--- src/sds_pkg.sv ---
package sds_pkg;
  // System clock rate in hertz.
  localparam int unsigned CLK_HZ = 10_000_000;
  // Supported line rates in baud.
  localparam int unsigned BAUD_LO = 9600;
  localparam int unsigned BAUD_HI = 76800;
  localparam int unsigned BAUD_300 = 300;
  localparam int unsigned BAUD_1200 = 1200;
  // Clock cycles per bit, rounded down.
  localparam logic [15:0] DIV_LO = 16'(CLK_HZ / BAUD_LO);
  localparam logic [15:0] DIV_HI = 16'(CLK_HZ / BAUD_HI);
  localparam logic [15:0] DIV_300 = 16'(CLK_HZ / BAUD_300);
  localparam logic [15:0] DIV_1200 = 16'(CLK_HZ / BAUD_1200);
  // Baud select codes.
  localparam logic [1:0] BSEL_9600 = 2'h0;
  localparam logic [1:0] BSEL_76800 = 2'h1;
  localparam logic [1:0] BSEL_300 = 2'h2;
  localparam logic [1:0] BSEL_1200 = 2'h3;
  // Storage geometry: 256 words, bit 8 tags a file separator.
  localparam int unsigned MEM_DEPTH = 256;
  localparam int unsigned PTR_W = 8;
  localparam logic [PTR_W-1:0] PTR_LAST = 8'hFF;
  // Module address range and reset value.
  localparam logic [3:0] ADDR_MIN = 4'h1;
  localparam logic [3:0] ADDR_MAX = 4'h8;
  localparam logic [3:0] ADDR_RST = 4'h1;
  // Register byte offsets.
  localparam logic [7:0] OFS_CTRL = 8'h00;
  localparam logic [7:0] OFS_ADDR = 8'h04;
  localparam logic [7:0] OFS_STAT = 8'h08;
  localparam logic [7:0] OFS_RIDX = 8'h0C;
  localparam logic [7:0] OFS_RDAT = 8'h10;
  // Control register fields.
  localparam int unsigned CTRL_METHOD = 0;
  localparam int unsigned CTRL_FILL = 1;
  localparam int unsigned CTRL_BAUD = 2;
  localparam int unsigned CTRL_MARK = 4;
  localparam int unsigned CTRL_WAKE = 5;
  localparam int unsigned CTRL_DUMP = 6;
  // Status register fields.
  localparam int unsigned STAT_FULL = 8;
  localparam int unsigned STAT_STBY = 9;
  localparam int unsigned STAT_LMARK = 10;
  localparam int unsigned STAT_ARMED = 11;
  localparam int unsigned STAT_ERR = 16;
  // Operating methods.
  typedef enum logic [1:0] {
    SDS_GATED = 2'b01,
    SDS_ADDRESSED = 2'b10
  } sds_method_e;
  // Receiver states.
  typedef enum logic [3:0] {
    SDS_RX_IDLE = 4'b0001,
    SDS_RX_START = 4'b0010,
    SDS_RX_DATA = 4'b0100,
    SDS_RX_STOP = 4'b1000
  } sds_rx_e;
endpackage

--- src/sds_core.sv ---
// How it works
// Host connection writes separator at write pointer.
// Host tests presence before sending anything.
// Host sends backlog at 9600 once present.
// Host withholds transfer during other sessions.
// Host recompile skips untransferred records.
// Module address configurable from one to eight.
// Address resets to one.
// Address one served by lowest present module.
// Other addresses served only by exact match.
// Host never attaches duplicate addresses.
// Lowest fill-and-stop module fills first.
// Host waits per byte before readdressing.
// Host sends backlog to next named address.
// Burst capture at 76800 baud.
// Burst overflows into next lowest module.
// Gated method stores only while gate high.
// Power-up enters gated method.
// Gate high at power-up waits re-rise.
// Power loss drops data since gate rise.
// No module-to-module copy in gated method.
// Fill-and-stop refuses data when full.
// Ring mode overwrites oldest when full.
// No two consecutive file separators.
// Baud mismatch counts error, enters standby.
// Separator tagged apart from data bytes.
// Write pointer steps once, wraps or stops.
module sds_core
  import sds_pkg::*;
(
  // Clock and reset.
  input  wire logic        clk,
  input  wire logic        rst_n,
  // Wishbone slave.
  input  wire logic        wb_cyc_i,
  input  wire logic        wb_stb_i,
  input  wire logic        wb_we_i,
  input  wire logic [7:0]  wb_adr_i,
  input  wire logic [3:0]  wb_sel_i,
  input  wire logic [31:0] wb_dat_i,
  output logic      [31:0] wb_dat_o,
  output logic             wb_ack_o,
  // Host link.
  input  wire logic        serial_input_line,
  input  wire logic        capture_gate_line,
  input  wire logic        host_attached,
  input  wire logic        power_fail,
  input  wire logic        xfer_active,
  input  wire logic [3:0]  xfer_addr,
  input  wire logic        cmd_stb,
  input  wire logic [3:0]  cmd_addr,
  // Neighbour chain on the shared link.
  input  wire logic        lower_present,
  input  wire logic        lower_accepting,
  // Status toward host and peers.
  output logic             present_o,
  output logic             accepting_o,
  output logic             cmd_exec_o,
  output logic             dump_req_o
);

  // Reset release synchroniser and its local copy.
  logic             rst_s1_q;
  logic             rst_sync_n;
  // Register state.
  sds_method_e      method_q;
  logic             fill_q;
  logic [1:0]       baud_q;
  logic [3:0]       addr_q;
  logic [PTR_W-1:0] ridx_q;
  // Storage state.
  logic [8:0]       mem [MEM_DEPTH];
  logic [PTR_W-1:0] wptr_q;
  logic [PTR_W-1:0] gate_start_q;
  logic             full_q;
  logic             lmark_q;
  logic             mark_pend_q;
  // Gate and link edge tracking.
  logic             gate_q;
  logic             armed_q;
  logic             att_q;
  logic             pf_q;
  // Error counter and standby.
  logic [7:0]       err_q;
  logic             stby_q;
  // Receiver.
  sds_rx_e          rx_q;
  logic [15:0]      bcnt_q;
  logic [2:0]       bit_q;
  logic [7:0]       shf_q;
  logic             rx_vld;
  logic             rx_ferr;
  // Decode helpers.
  logic             bus_req;
  logic             bus_wr;
  logic             xfer_sel;
  logic             can_store;
  logic             take_byte;
  logic             take_mark;

  // Cycles per bit for a baud select code.
  function automatic logic [15:0] div_of(input logic [1:0] sel);
    logic [15:0] d;
    d = DIV_LO;
    if (sel == BSEL_76800)
    begin
      d = DIV_HI;
    end
    else if (sel == BSEL_300)
    begin
      d = DIV_300;
    end
    else if (sel == BSEL_1200)
    begin
      d = DIV_1200;
    end
    return d;
  endfunction

  // Whether this module answers a given link address.
  function automatic logic addr_hit(input logic [3:0] a,
                                    input logic [3:0] mine,
                                    input logic       low_here);
    logic h;
    h = 1'b0;
    if (a == ADDR_MIN)
    begin
      // Address one is served by its holder and also by the lowest module.
      h = (mine == ADDR_MIN) || !low_here;
    end
    else
    begin
      h = (a == mine);
    end
    return h;
  endfunction

  // Reset release through two flops; assertion stays asynchronous.
  always_ff @(posedge clk or negedge rst_n)
  begin
    if (!rst_n)
    begin
      rst_s1_q <= 1'b0;
      rst_sync_n <= 1'b0;
    end
    else
    begin
      rst_s1_q <= 1'b1;
      rst_sync_n <= rst_s1_q;
    end
  end

  assign bus_req = wb_cyc_i && wb_stb_i && !wb_ack_o;
  assign bus_wr = bus_req && wb_we_i && wb_sel_i[0];
  // Address one traffic passes over us while any lower module accepts,
  // so a full lower module hands the stream on instead of stalling it.
  assign xfer_sel = (xfer_addr == ADDR_MIN) ? !lower_accepting
                                            : addr_hit(xfer_addr, addr_q,
                                                       lower_present);
  // Full fill-and-stop memory takes nothing more.
  assign can_store = !(fill_q && full_q) && !stby_q;
  assign take_byte = rx_vld && can_store
                     && ((method_q == SDS_GATED) ? (gate_q && armed_q)
                                                 : (xfer_active && xfer_sel));
  // A separator waits for a free write slot.
  assign take_mark = mark_pend_q && !rx_vld && can_store;

  // One-cycle ack on every request; unmapped reads return zero.
  always_ff @(posedge clk or negedge rst_sync_n)
  begin
    if (!rst_sync_n)
    begin
      wb_ack_o <= 1'b0;
      wb_dat_o <= 32'h0;
    end
    else
    begin
      wb_ack_o <= bus_req;
      wb_dat_o <= 32'h0;
      if (bus_req && !wb_we_i)
      begin
        if (wb_adr_i == OFS_CTRL)
        begin
          wb_dat_o <= {25'h0, dump_req_o, 1'b0, 1'b0, baud_q, fill_q,
                       (method_q == SDS_ADDRESSED)};
        end
        else if (wb_adr_i == OFS_ADDR)
        begin
          wb_dat_o <= {28'h0, addr_q};
        end
        else if (wb_adr_i == OFS_STAT)
        begin
          wb_dat_o <= {8'h0, err_q, 4'h0, armed_q, lmark_q, stby_q,
                       full_q, wptr_q};
        end
        else if (wb_adr_i == OFS_RIDX)
        begin
          wb_dat_o <= {24'h0, ridx_q};
        end
        else if (wb_adr_i == OFS_RDAT)
        begin
          // Bit 8 marks a separator so it never reads as data.
          wb_dat_o <= {23'h0, mem[ridx_q]};
        end
      end
    end
  end

  // Configuration registers; method starts gated at every power-up.
  always_ff @(posedge clk or negedge rst_sync_n)
  begin
    if (!rst_sync_n)
    begin
      method_q <= SDS_GATED;
      fill_q <= 1'b0;
      baud_q <= BSEL_9600;
      addr_q <= ADDR_RST;
      ridx_q <= '0;
    end
    else if (bus_wr)
    begin
      if (wb_adr_i == OFS_CTRL)
      begin
        method_q <= wb_dat_i[CTRL_METHOD] ? SDS_ADDRESSED : SDS_GATED;
        fill_q <= wb_dat_i[CTRL_FILL];
        baud_q <= wb_dat_i[CTRL_BAUD +: 2];
      end
      else if (wb_adr_i == OFS_ADDR)
      begin
        // Out-of-range addresses are ignored.
        if (wb_dat_i[3:0] >= ADDR_MIN && wb_dat_i[3:0] <= ADDR_MAX)
        begin
          addr_q <= wb_dat_i[3:0];
        end
      end
      else if (wb_adr_i == OFS_RIDX)
      begin
        ridx_q <= wb_dat_i[PTR_W-1:0];
      end
    end
  end

  // Peer dump request clears one cycle after the gated method is entered.
  always_ff @(posedge clk or negedge rst_sync_n)
  begin
    if (!rst_sync_n)
    begin
      dump_req_o <= 1'b0;
    end
    else if (method_q == SDS_GATED)
    begin
      dump_req_o <= 1'b0;
    end
    else if (bus_wr && wb_adr_i == OFS_CTRL)
    begin
      dump_req_o <= wb_dat_i[CTRL_DUMP];
    end
  end

  // Edge trackers for gate, attachment and power failure.
  always_ff @(posedge clk or negedge rst_sync_n)
  begin
    if (!rst_sync_n)
    begin
      gate_q <= 1'b0;
      att_q <= 1'b0;
      pf_q <= 1'b0;
      armed_q <= 1'b0;
    end
    else
    begin
      gate_q <= capture_gate_line;
      att_q <= host_attached;
      pf_q <= power_fail;
      // Arming needs the gate seen low once, so a high gate at
      // power-up is ignored until it falls and rises again.
      if (!capture_gate_line)
      begin
        armed_q <= 1'b1;
      end
    end
  end

  // Separator request: set by attach or software, set beats clear.
  always_ff @(posedge clk or negedge rst_sync_n)
  begin
    if (!rst_sync_n)
    begin
      mark_pend_q <= 1'b0;
    end
    else if ((host_attached && !att_q)
             || (bus_wr && wb_adr_i == OFS_CTRL && wb_dat_i[CTRL_MARK]))
    begin
      mark_pend_q <= 1'b1;
    end
    else if (take_mark || (mark_pend_q && lmark_q))
    begin
      mark_pend_q <= 1'b0;
    end
  end

  // Storage writes; data wins the slot, a pending separator waits.
  always_ff @(posedge clk)
  begin
    if (take_byte)
    begin
      mem[wptr_q] <= {1'b0, shf_q};
    end
    else if (take_mark && !lmark_q)
    begin
      mem[wptr_q] <= 9'h100;
    end
  end

  // Write pointer, full flag, last-item kind and gate rollback point.
  always_ff @(posedge clk or negedge rst_sync_n)
  begin
    if (!rst_sync_n)
    begin
      wptr_q <= '0;
      full_q <= 1'b0;
      lmark_q <= 1'b0;
      gate_start_q <= '0;
    end
    else if (power_fail && !pf_q && method_q == SDS_GATED && gate_q)
    begin
      // Partial gated block is discarded, not retained.
      wptr_q <= gate_start_q;
    end
    else
    begin
      if (capture_gate_line && !gate_q)
      begin
        gate_start_q <= wptr_q;
      end
      if (take_byte || (take_mark && !lmark_q))
      begin
        lmark_q <= !take_byte;
        wptr_q <= wptr_q + 1'b1;
        if (wptr_q == PTR_LAST)
        begin
          full_q <= 1'b1;
        end
      end
    end
  end

  // Errors bump the counter and park the module until woken.
  always_ff @(posedge clk or negedge rst_sync_n)
  begin
    if (!rst_sync_n)
    begin
      err_q <= 8'h0;
      stby_q <= 1'b0;
    end
    else if (rx_ferr)
    begin
      err_q <= err_q + 1'b1;
      stby_q <= 1'b1;
    end
    else if (bus_wr && wb_adr_i == OFS_CTRL && wb_dat_i[CTRL_WAKE])
    begin
      stby_q <= 1'b0;
    end
  end

  // Serial receiver, 8N1; a low stop bit is taken as rate mismatch.
  always_ff @(posedge clk or negedge rst_sync_n)
  begin
    if (!rst_sync_n)
    begin
      rx_q <= SDS_RX_IDLE;
      bcnt_q <= 16'h0;
      bit_q <= 3'h0;
      shf_q <= 8'h0;
      rx_vld <= 1'b0;
      rx_ferr <= 1'b0;
    end
    else
    begin
      rx_vld <= 1'b0;
      rx_ferr <= 1'b0;
      case (rx_q)
        SDS_RX_IDLE:
        begin
          // Standby ignores the line entirely to save power.
          if (!serial_input_line && !stby_q)
          begin
            rx_q <= SDS_RX_START;
            bcnt_q <= div_of(baud_q) >> 1;
          end
        end
        SDS_RX_START:
        begin
          if (bcnt_q != 16'h0)
          begin
            bcnt_q <= bcnt_q - 1'b1;
          end
          else if (serial_input_line)
          begin
            // Glitch, not a start bit.
            rx_q <= SDS_RX_IDLE;
          end
          else
          begin
            rx_q <= SDS_RX_DATA;
            // Count to zero plus the sampling edge makes one bit time.
            bcnt_q <= div_of(baud_q) - 16'h1;
            bit_q <= 3'h0;
          end
        end
        SDS_RX_DATA:
        begin
          if (bcnt_q != 16'h0)
          begin
            bcnt_q <= bcnt_q - 1'b1;
          end
          else
          begin
            shf_q <= {serial_input_line, shf_q[7:1]};
            bcnt_q <= div_of(baud_q) - 16'h1;
            bit_q <= bit_q + 1'b1;
            if (bit_q == 3'h7)
            begin
              rx_q <= SDS_RX_STOP;
            end
          end
        end
        SDS_RX_STOP:
        begin
          if (bcnt_q != 16'h0)
          begin
            bcnt_q <= bcnt_q - 1'b1;
          end
          else
          begin
            rx_q <= SDS_RX_IDLE;
            rx_vld <= serial_input_line;
            rx_ferr <= !serial_input_line;
          end
        end
        default:
        begin
          rx_q <= SDS_RX_IDLE;
        end
      endcase
    end
  end

  // Link status: presence lets the host gate its sends.
  always_ff @(posedge clk or negedge rst_sync_n)
  begin
    if (!rst_sync_n)
    begin
      present_o <= 1'b0;
      accepting_o <= 1'b0;
      cmd_exec_o <= 1'b0;
    end
    else
    begin
      present_o <= 1'b1;
      accepting_o <= can_store;
      cmd_exec_o <= cmd_stb && addr_hit(cmd_addr, addr_q,
                                        lower_present);
    end
  end

endmodule

--- config.mk ---
export PLATFORM = sky130hd
export DESIGN_NAME = sds_core
export DESIGN_NICKNAME = d
export VERILOG_FILES = /design/src/sds_pkg.sv /design/src/sds_core.sv
export SDC_FILE = /design/constraint.sdc
export NUM_CORES = 2
export LEC_CHECK = 0
export BUFFER_PORTS_ARGS = -buffer_cell sky130_fd_sc_hd__clkbuf_2
export CORE_ASPECT_RATIO = 0.9
export CORE_MARGIN = 2
export CORE_UTILIZATION = 40
export CTS_BUF_LIST = sky130_fd_sc_hd__clkbuf_4 sky130_fd_sc_hd__clkbuf_8
export DETAILED_ROUTE_END_ITERATION = 10
export GPL_ROUTABILITY_DRIVEN = 0
export PLACE_DENSITY = 0.61
export SYNTH_ARGS = -nofsm -noshare
export SYNTH_HDL_FRONTEND = slang
export SYNTH_SLANG_ARGS = --single-unit
--- constraint.sdc ---
create_clock -name clk -period 4 [get_ports clk]
set_input_delay 0.8 -clock clk [delete_from_list [all_inputs] [get_ports clk]]
set_output_delay 0.8 -clock clk [all_outputs]
set_load 0.02 [all_outputs]
# == After elaboration in Yosys (flattened, before gate mapping) ==
# Memories as Yosys holds them, arrays and structs flattened.
# Cells that the tools add are included.
# word_totals
regBits,121
ram_bits,2304
in_bits,65
out_inout_bits,37
word_cells,186
n_memories,1
# op_classes
addsub,6
magnitude_cmp,2
n_eq_ne,28
muxes,53
n_bitwise,5
reduce_logical,61
# memory_table
memory,depth,word_bits,rd,rd_ports_with_merged_regs,write_ports,line_no,source
mem,256,9,1,0,1,sds_core.sv:72,logic [8:0] mem [MEM_DEPTH];
# op_table
cell,count
2-to-1 mux 16 bit,12
2-to-1 mux 32 bit,3
one-hot mux 16 bit (4 select lines),1
"subtractor 16 x 1 -> 16 bit, second input constant",3
2-to-1 mux 9 bit,3
logical AND 1 bit,26
2-to-1 mux 24 bit,1
2-to-1 mux 4 bit,5
2-to-1 mux 1 bit,18
"adder 8 x 1 -> 8 bit, second input constant",2
"equality test 4 x 1 -> 1 bit, second input constant",4
"equality test 8 x 4 -> 1 bit, second input constant",2
2-to-1 mux 8 bit,2
one-hot mux 4 bit (4 select lines),1
AND reduction 4 bit,4
nonzero test 16 bit,1
2-to-1 mux 14 bit,1
"!= test 2 bit, second input constant",7
logical NOT 1 bit,13
2-to-1 mux 3 bit,4
nonzero test 2 bit,5
equality test 4 bit,2
"equality test 8 x 3 -> 1 bit, second input constant",1
"equality test 8 x 5 -> 1 bit, second input constant",1
other kinds (21),33

# == Longest topological paths before layout ==
# depth
word_depth,11
depth_mapped,13
depth_no_buf,9

# == Least setup slack after synthesis ==
# OpenSTA, ideal clock, no wires.
# synth_timing
kind,reg2reg
start,register full_q
end,"memory mem[111][0], enable pin"
setup_time_ps,289
arrival_time_ps,5353
required_ps,3711
path_slack_ps,-1642
stages_incl_launch_ff,7
n_path_buf,1
period_less_slack_ps,5642
cell_sequence,dfrtp_1 -> a21oi_1 -> nand3b_1 -> clkinv_1 -> o2111ai_1 -> clkbuf_1 -> nor2_1
# synth_via
elab_chain_cells,9
word_cells_on_any_way,13
classes_between,5 x mux; 1 x bitwise; 7 x reduce/logical
# synth_lines
element,line_no,source
"start, declared",sds_core.sv:75,logic full_q;
"start signal, assigned",sds_core.sv:321,full_q <= 1'b0;
"start signal, assigned",sds_core.sv:342,full_q <= 1'b1;
logical AND 1 bit *,sds_core.sv:161,assign can_store = !(fill_q && full_q) && !stby_q;
logical NOT 1 bit *,sds_core.sv:161,
logical AND 1 bit *,sds_core.sv:161,
named net can_store,sds_core.sv:97,logic can_store;
logical AND 1 bit,sds_core.sv:166,assign take_mark = mark_pend_q && !rx_vld && can_store;
logical AND 1 bit,sds_core.sv:309,else if (take_mark && !lmark_q)
2-to-1 mux 1 bit,sds_core.sv:309,
2-to-1 mux 1 bit,sds_core.sv:305,if (take_byte)
2-to-1 mux 1 bit (implied by the code),sds_core.sv:311,mem[wptr_q] <= 9'h100;
OR 1 bit (no source line) *,-,
"end, declared",sds_core.sv:72,
# Mark *: on every way through the listed nets, which the timed path passes. The rest lies on a longest branch.

# == Final worst setup path ==
# layout_timing
start,register ridx_q[0]
end,register wb_dat_o[2]
# layout_via
elab_chain_cells,7
# layout_lines
element,line_no,source
"start, declared",sds_core.sv:70,logic [PTR_W-1:0] ridx_q;
"start signal, assigned",sds_core.sv:238,ridx_q <= wb_dat_i[PTR_W-1:0];
memory read (256 x 9 bit),-,
2-to-1 mux 9 bit,sds_core.sv:200,else if (wb_adr_i == OFS_RDAT)
2-to-1 mux 9 bit,sds_core.sv:196,else if (wb_adr_i == OFS_RIDX)
2-to-1 mux 24 bit,sds_core.sv:191,else if (wb_adr_i == OFS_STAT)
2-to-1 mux 32 bit,sds_core.sv:187,else if (wb_adr_i == OFS_ADDR)
2-to-1 mux 32 bit,sds_core.sv:182,if (wb_adr_i == OFS_CTRL)
2-to-1 mux 32 bit,sds_core.sv:180,if (bus_req && !wb_we_i)
"end signal, assigned",sds_core.sv:184,"wb_dat_o <= {25'h0, dump_req_o, 1'b0, 1'b0, baud_q, fill_q,"
"end signal, assigned",sds_core.sv:189,"wb_dat_o <= {28'h0, addr_q};"
"end signal, assigned",sds_core.sv:193,"wb_dat_o <= {8'h0, err_q, 4'h0, armed_q, lmark_q, stby_q,"
"end, declared",sds_core.sv:41,"output logic [31:0] wb_dat_o,"
# No other way between the ends.
# A chain may end at the register's enable or synchronous reset.

==> qor.yml <==
seq_area_frac_synth: 0.7584
wl_met2_um: 119700
hold_viol: 0
die_h_um: 465.9
cp.arrival_ps: 4890
rr_endpoint: "wb_dat_o[2]"
tritoncts: "done"
synthCells: 4619
worst_pin_slew_ps: 1372
grt_pass1_vias: 50210
rsz0062_at_grt: "false"
leakagePower_nw: 34.50
viasPerCell: 5.799
syn_to_final_growth_pct: 15.63
cts_made_buffers: 398
yosys_warnings: 0
yosysMostFrequentCell: "edfxtp_1"
crit_start: "ridx_q[0]"
max_freq_mhz: 252.9
track_usage: 0.2187
ff2ff_path_depth: 11
path_clk_slew_ps: 70
drtIter0Drc: 6884
hold_path_class: "primary input to flop"
crit_path_end: "wb_dat_o[2]"
finalMaxSlewViolations: 0
avgSynthCellArea_um2: 20.53
totalWireLength_um: 265900
ys_ff_latch: 2413
antenna_found_initial: 14
min_period_over_period: 0.9886
num_vias: 50660
start_util: 0.4022
htree_levels: 5
die-width_um: 517.3
place_area_um2: 101900
synth_largest_area_cell: "edfxtp_1"
setup_violations: 0
drc_errors: 0
path_class: "flop to flop"
maxUsedRoutingLayer: "met5"
status: "finished clean"
grt_pass1_wl_um: 374800
end_kind: "flop"
finalNetCount: 5361
cp_max_fo: 23
max-vdd-ir-drop_v: 0.0003630
overflow: 0
r2r-start: "ridx_q[0]"
wl_per_cell_um: 30.44
synth_area_um2: 94830
cts_num_sinks: 2413
stdcell_area_um2: 109700
core_um2: 235800
num-fill-cells: 19660
drive_gt1_frac: 0.3165
ys_types: 80
hpwlAfterDp_um: 170400
skew_ps: 102.1
worstSkewPairLatency_ps: 1110
drt-met1-wl_um: 107900
root_buffer: "clkbuf_8"
drv_cap: 0
ys_async_sr_fraction: 0.04517
drtAntennaViolNets: 0
place_inst: 8028
fin_cells: 8736
synth_area_leaders: "edfxtp_1, mux4_2, dfrtp_1"
die_area_um2: 241000
post-route-min-period_ps: 3954
yosys_most_used_dff: "edfxtp_1"
multi_input_comb_area_um2: 21290
critPathMaxStageDelay_ps: 610
powerDensity_nw_per_um2: 450.7
critPathSlowestCell: "dfrtp_4"
min_from: "wb_dat_i[7]"
grt_max_degree: 174
rows: 169
cts_buffer_depth: 4
seqCellArea_um2: 71940
reg2reg_slack_ps: 50
relSlewSlack: 0.07550
whs_ps: 146.9
synth-edff-count: 2304
io_pins: 102
first_pass_iters: 8
start_kind: "flop"
postCtsSetupRepairBufs: 0
worstPathCellList: "buf_12, buf_12, mux4_2, mux2i_1, a221oi_1, buf_4, a22oi_1, buf_4, nand2_1, nand4_1, a221oi_1"
required_ps: 4930
dr_wl_met3_um: 28630
yosys-top-cells-count: "edfxtp_1, mux4_2, nor2_1"
io_buffers: 62
yosysTopAreaCellShare: 0.7296
[critical path, delay by kind of cell (launching register included)]
family / cells / cell delay, ps
compound gates: 3 / 740
flops: 1 / 610
mux: 2 / 1110
simple gates: 2 / 300
buf+inv: 4 / 930
[worst min path at each step]
stage                 endpoint  cells past startpoint  slack [ps]
CTS                     fill_q                      2          30
floorplan           rst_sync_n                      0         330
global route            fill_q                      2         100
global placement    rst_sync_n                      0         340
detailed placement  rst_sync_n                      0         340
finish               ridx_q[7]                      2         150
[metal layers]
layer | track usage | vias up
met5 | 0.005360 | -
met4 | 0.07736 | 4
met2 | 0.3239 | 2825
met3 | 0.05773 | 529
met1 | 0.3121 | 26810
li1 | - | 20500
[area by class of cell]
| cell class | instances | share of cell area |
|---|---|---|
| clock buffers | 520 | 0.05893 |
| multi-input cells | 1927 | 0.1942 |
| repair buffers | 523 | 0.04375 |
| clock inverters | 164 | 0.01011 |
| well taps | 3163 | 0.03609 |
| inverters | 17 | 0.0006504 |
| flip-flops and latches | 2413 | 0.6561 |
| diodes | 9 | 0.0002054 |
[cell families (layout without fill, tap and decap cells)]
| family | count (synthesis) | after routing | share of synthesized area |
|---|---|---|---|
| xor+xnor | 23 | 23 | 0.002124 |
| compound gates | 420 | 420 | 0.02980 |
| other cells | 2 | 23 | 0.00007919 |
| buf+inv | 291 | 1224 | 0.01826 |
| mux | 758 | 758 | 0.1551 |
| flops | 2413 | 2413 | 0.7584 |
| simple gates | 696 | 696 | 0.03416 |
| fa+ha+maj | 16 | 16 | 0.002111 |
[cell usage in the layout, fill, tap and decap left out, types with 15 or more instances in the layout]
cell | Yosys | routed
dlygate4sd3_1 | 0 | 15
edfxtp_1 | 2304 | 2304
a22oi_1 | 64 | 64
and2_1 | 27 | 19
o22ai_1 | 61 | 61
o21ai_0 | 66 | 66
nor2b_1 | 35 | 30
nand2_1 | 107 | 107
nor2_1 | 332 | 329
a221oi_1 | 18 | 18
ha_1 | 16 | 16
clkinv_1 | 3 | 93
mux2i_1 | 142 | 142
clkbuf_2 | 0 | 62
mux2_2 | 51 | 51
dfrtp_1 | 106 | 98
clkinv_2 | 0 | 42
mux4_2 | 564 | 564
a211oi_1 | 33 | 33
a21oi_1 | 66 | 66
nor3_1 | 34 | 34
buf_12 | 8 | 79
clkbuf_8 | 0 | 409
nand4_1 | 22 | 22
buf_4 | 46 | 367
nand3_1 | 47 | 47
a31oi_1 | 20 | 20
clkbuf_4 | 1 | 111
[metrics by stage]
step           TNS, ps  power (mW)  utilization  setup slack [ps]
3_5_place_dp    -684.5       28.78       0.4322            -36.56
5_1_grt              0       50.79       0.4651             38.02
6_report             0       49.42       0.4651             45.71
4_1_cts              0       49.68       0.4650             112.4
2_1_floorplan        0       28.40            -             248.3
3_3_place_gp    -15850       28.78       0.4322            -109.9
[flip-flops by register name (all words and copies together) (netlist names), 2 cells and up]
| signal | flops |
|---|---|
| mem | 2304 |
| wb_dat_o | 20 |
| bcnt_q | 16 |
| err_q | 8 |
| gate_start_q | 8 |
| ridx_q | 8 |
| shf_q | 8 |
| wptr_q | 8 |
| addr_q | 4 |
| rx_q | 4 |
| bit_q | 3 |
| baud_q | 2 |
| method_q | 2 |
[report_power, final]
group          total [mW]  switching, mW  internal, mW
Combinational       0.848          0.567         0.281
Clock                21.1           9.74          11.4
Sequential           27.5          0.143          27.3
[timing repair]
action,in CTS,in global routing
hold buffers,15,0
resized for setup,0,1
hold endpoints to repair,17,0
endpoints found under the setup margin,0,4
Note: power is estimated with default switching activity, not from simulation.
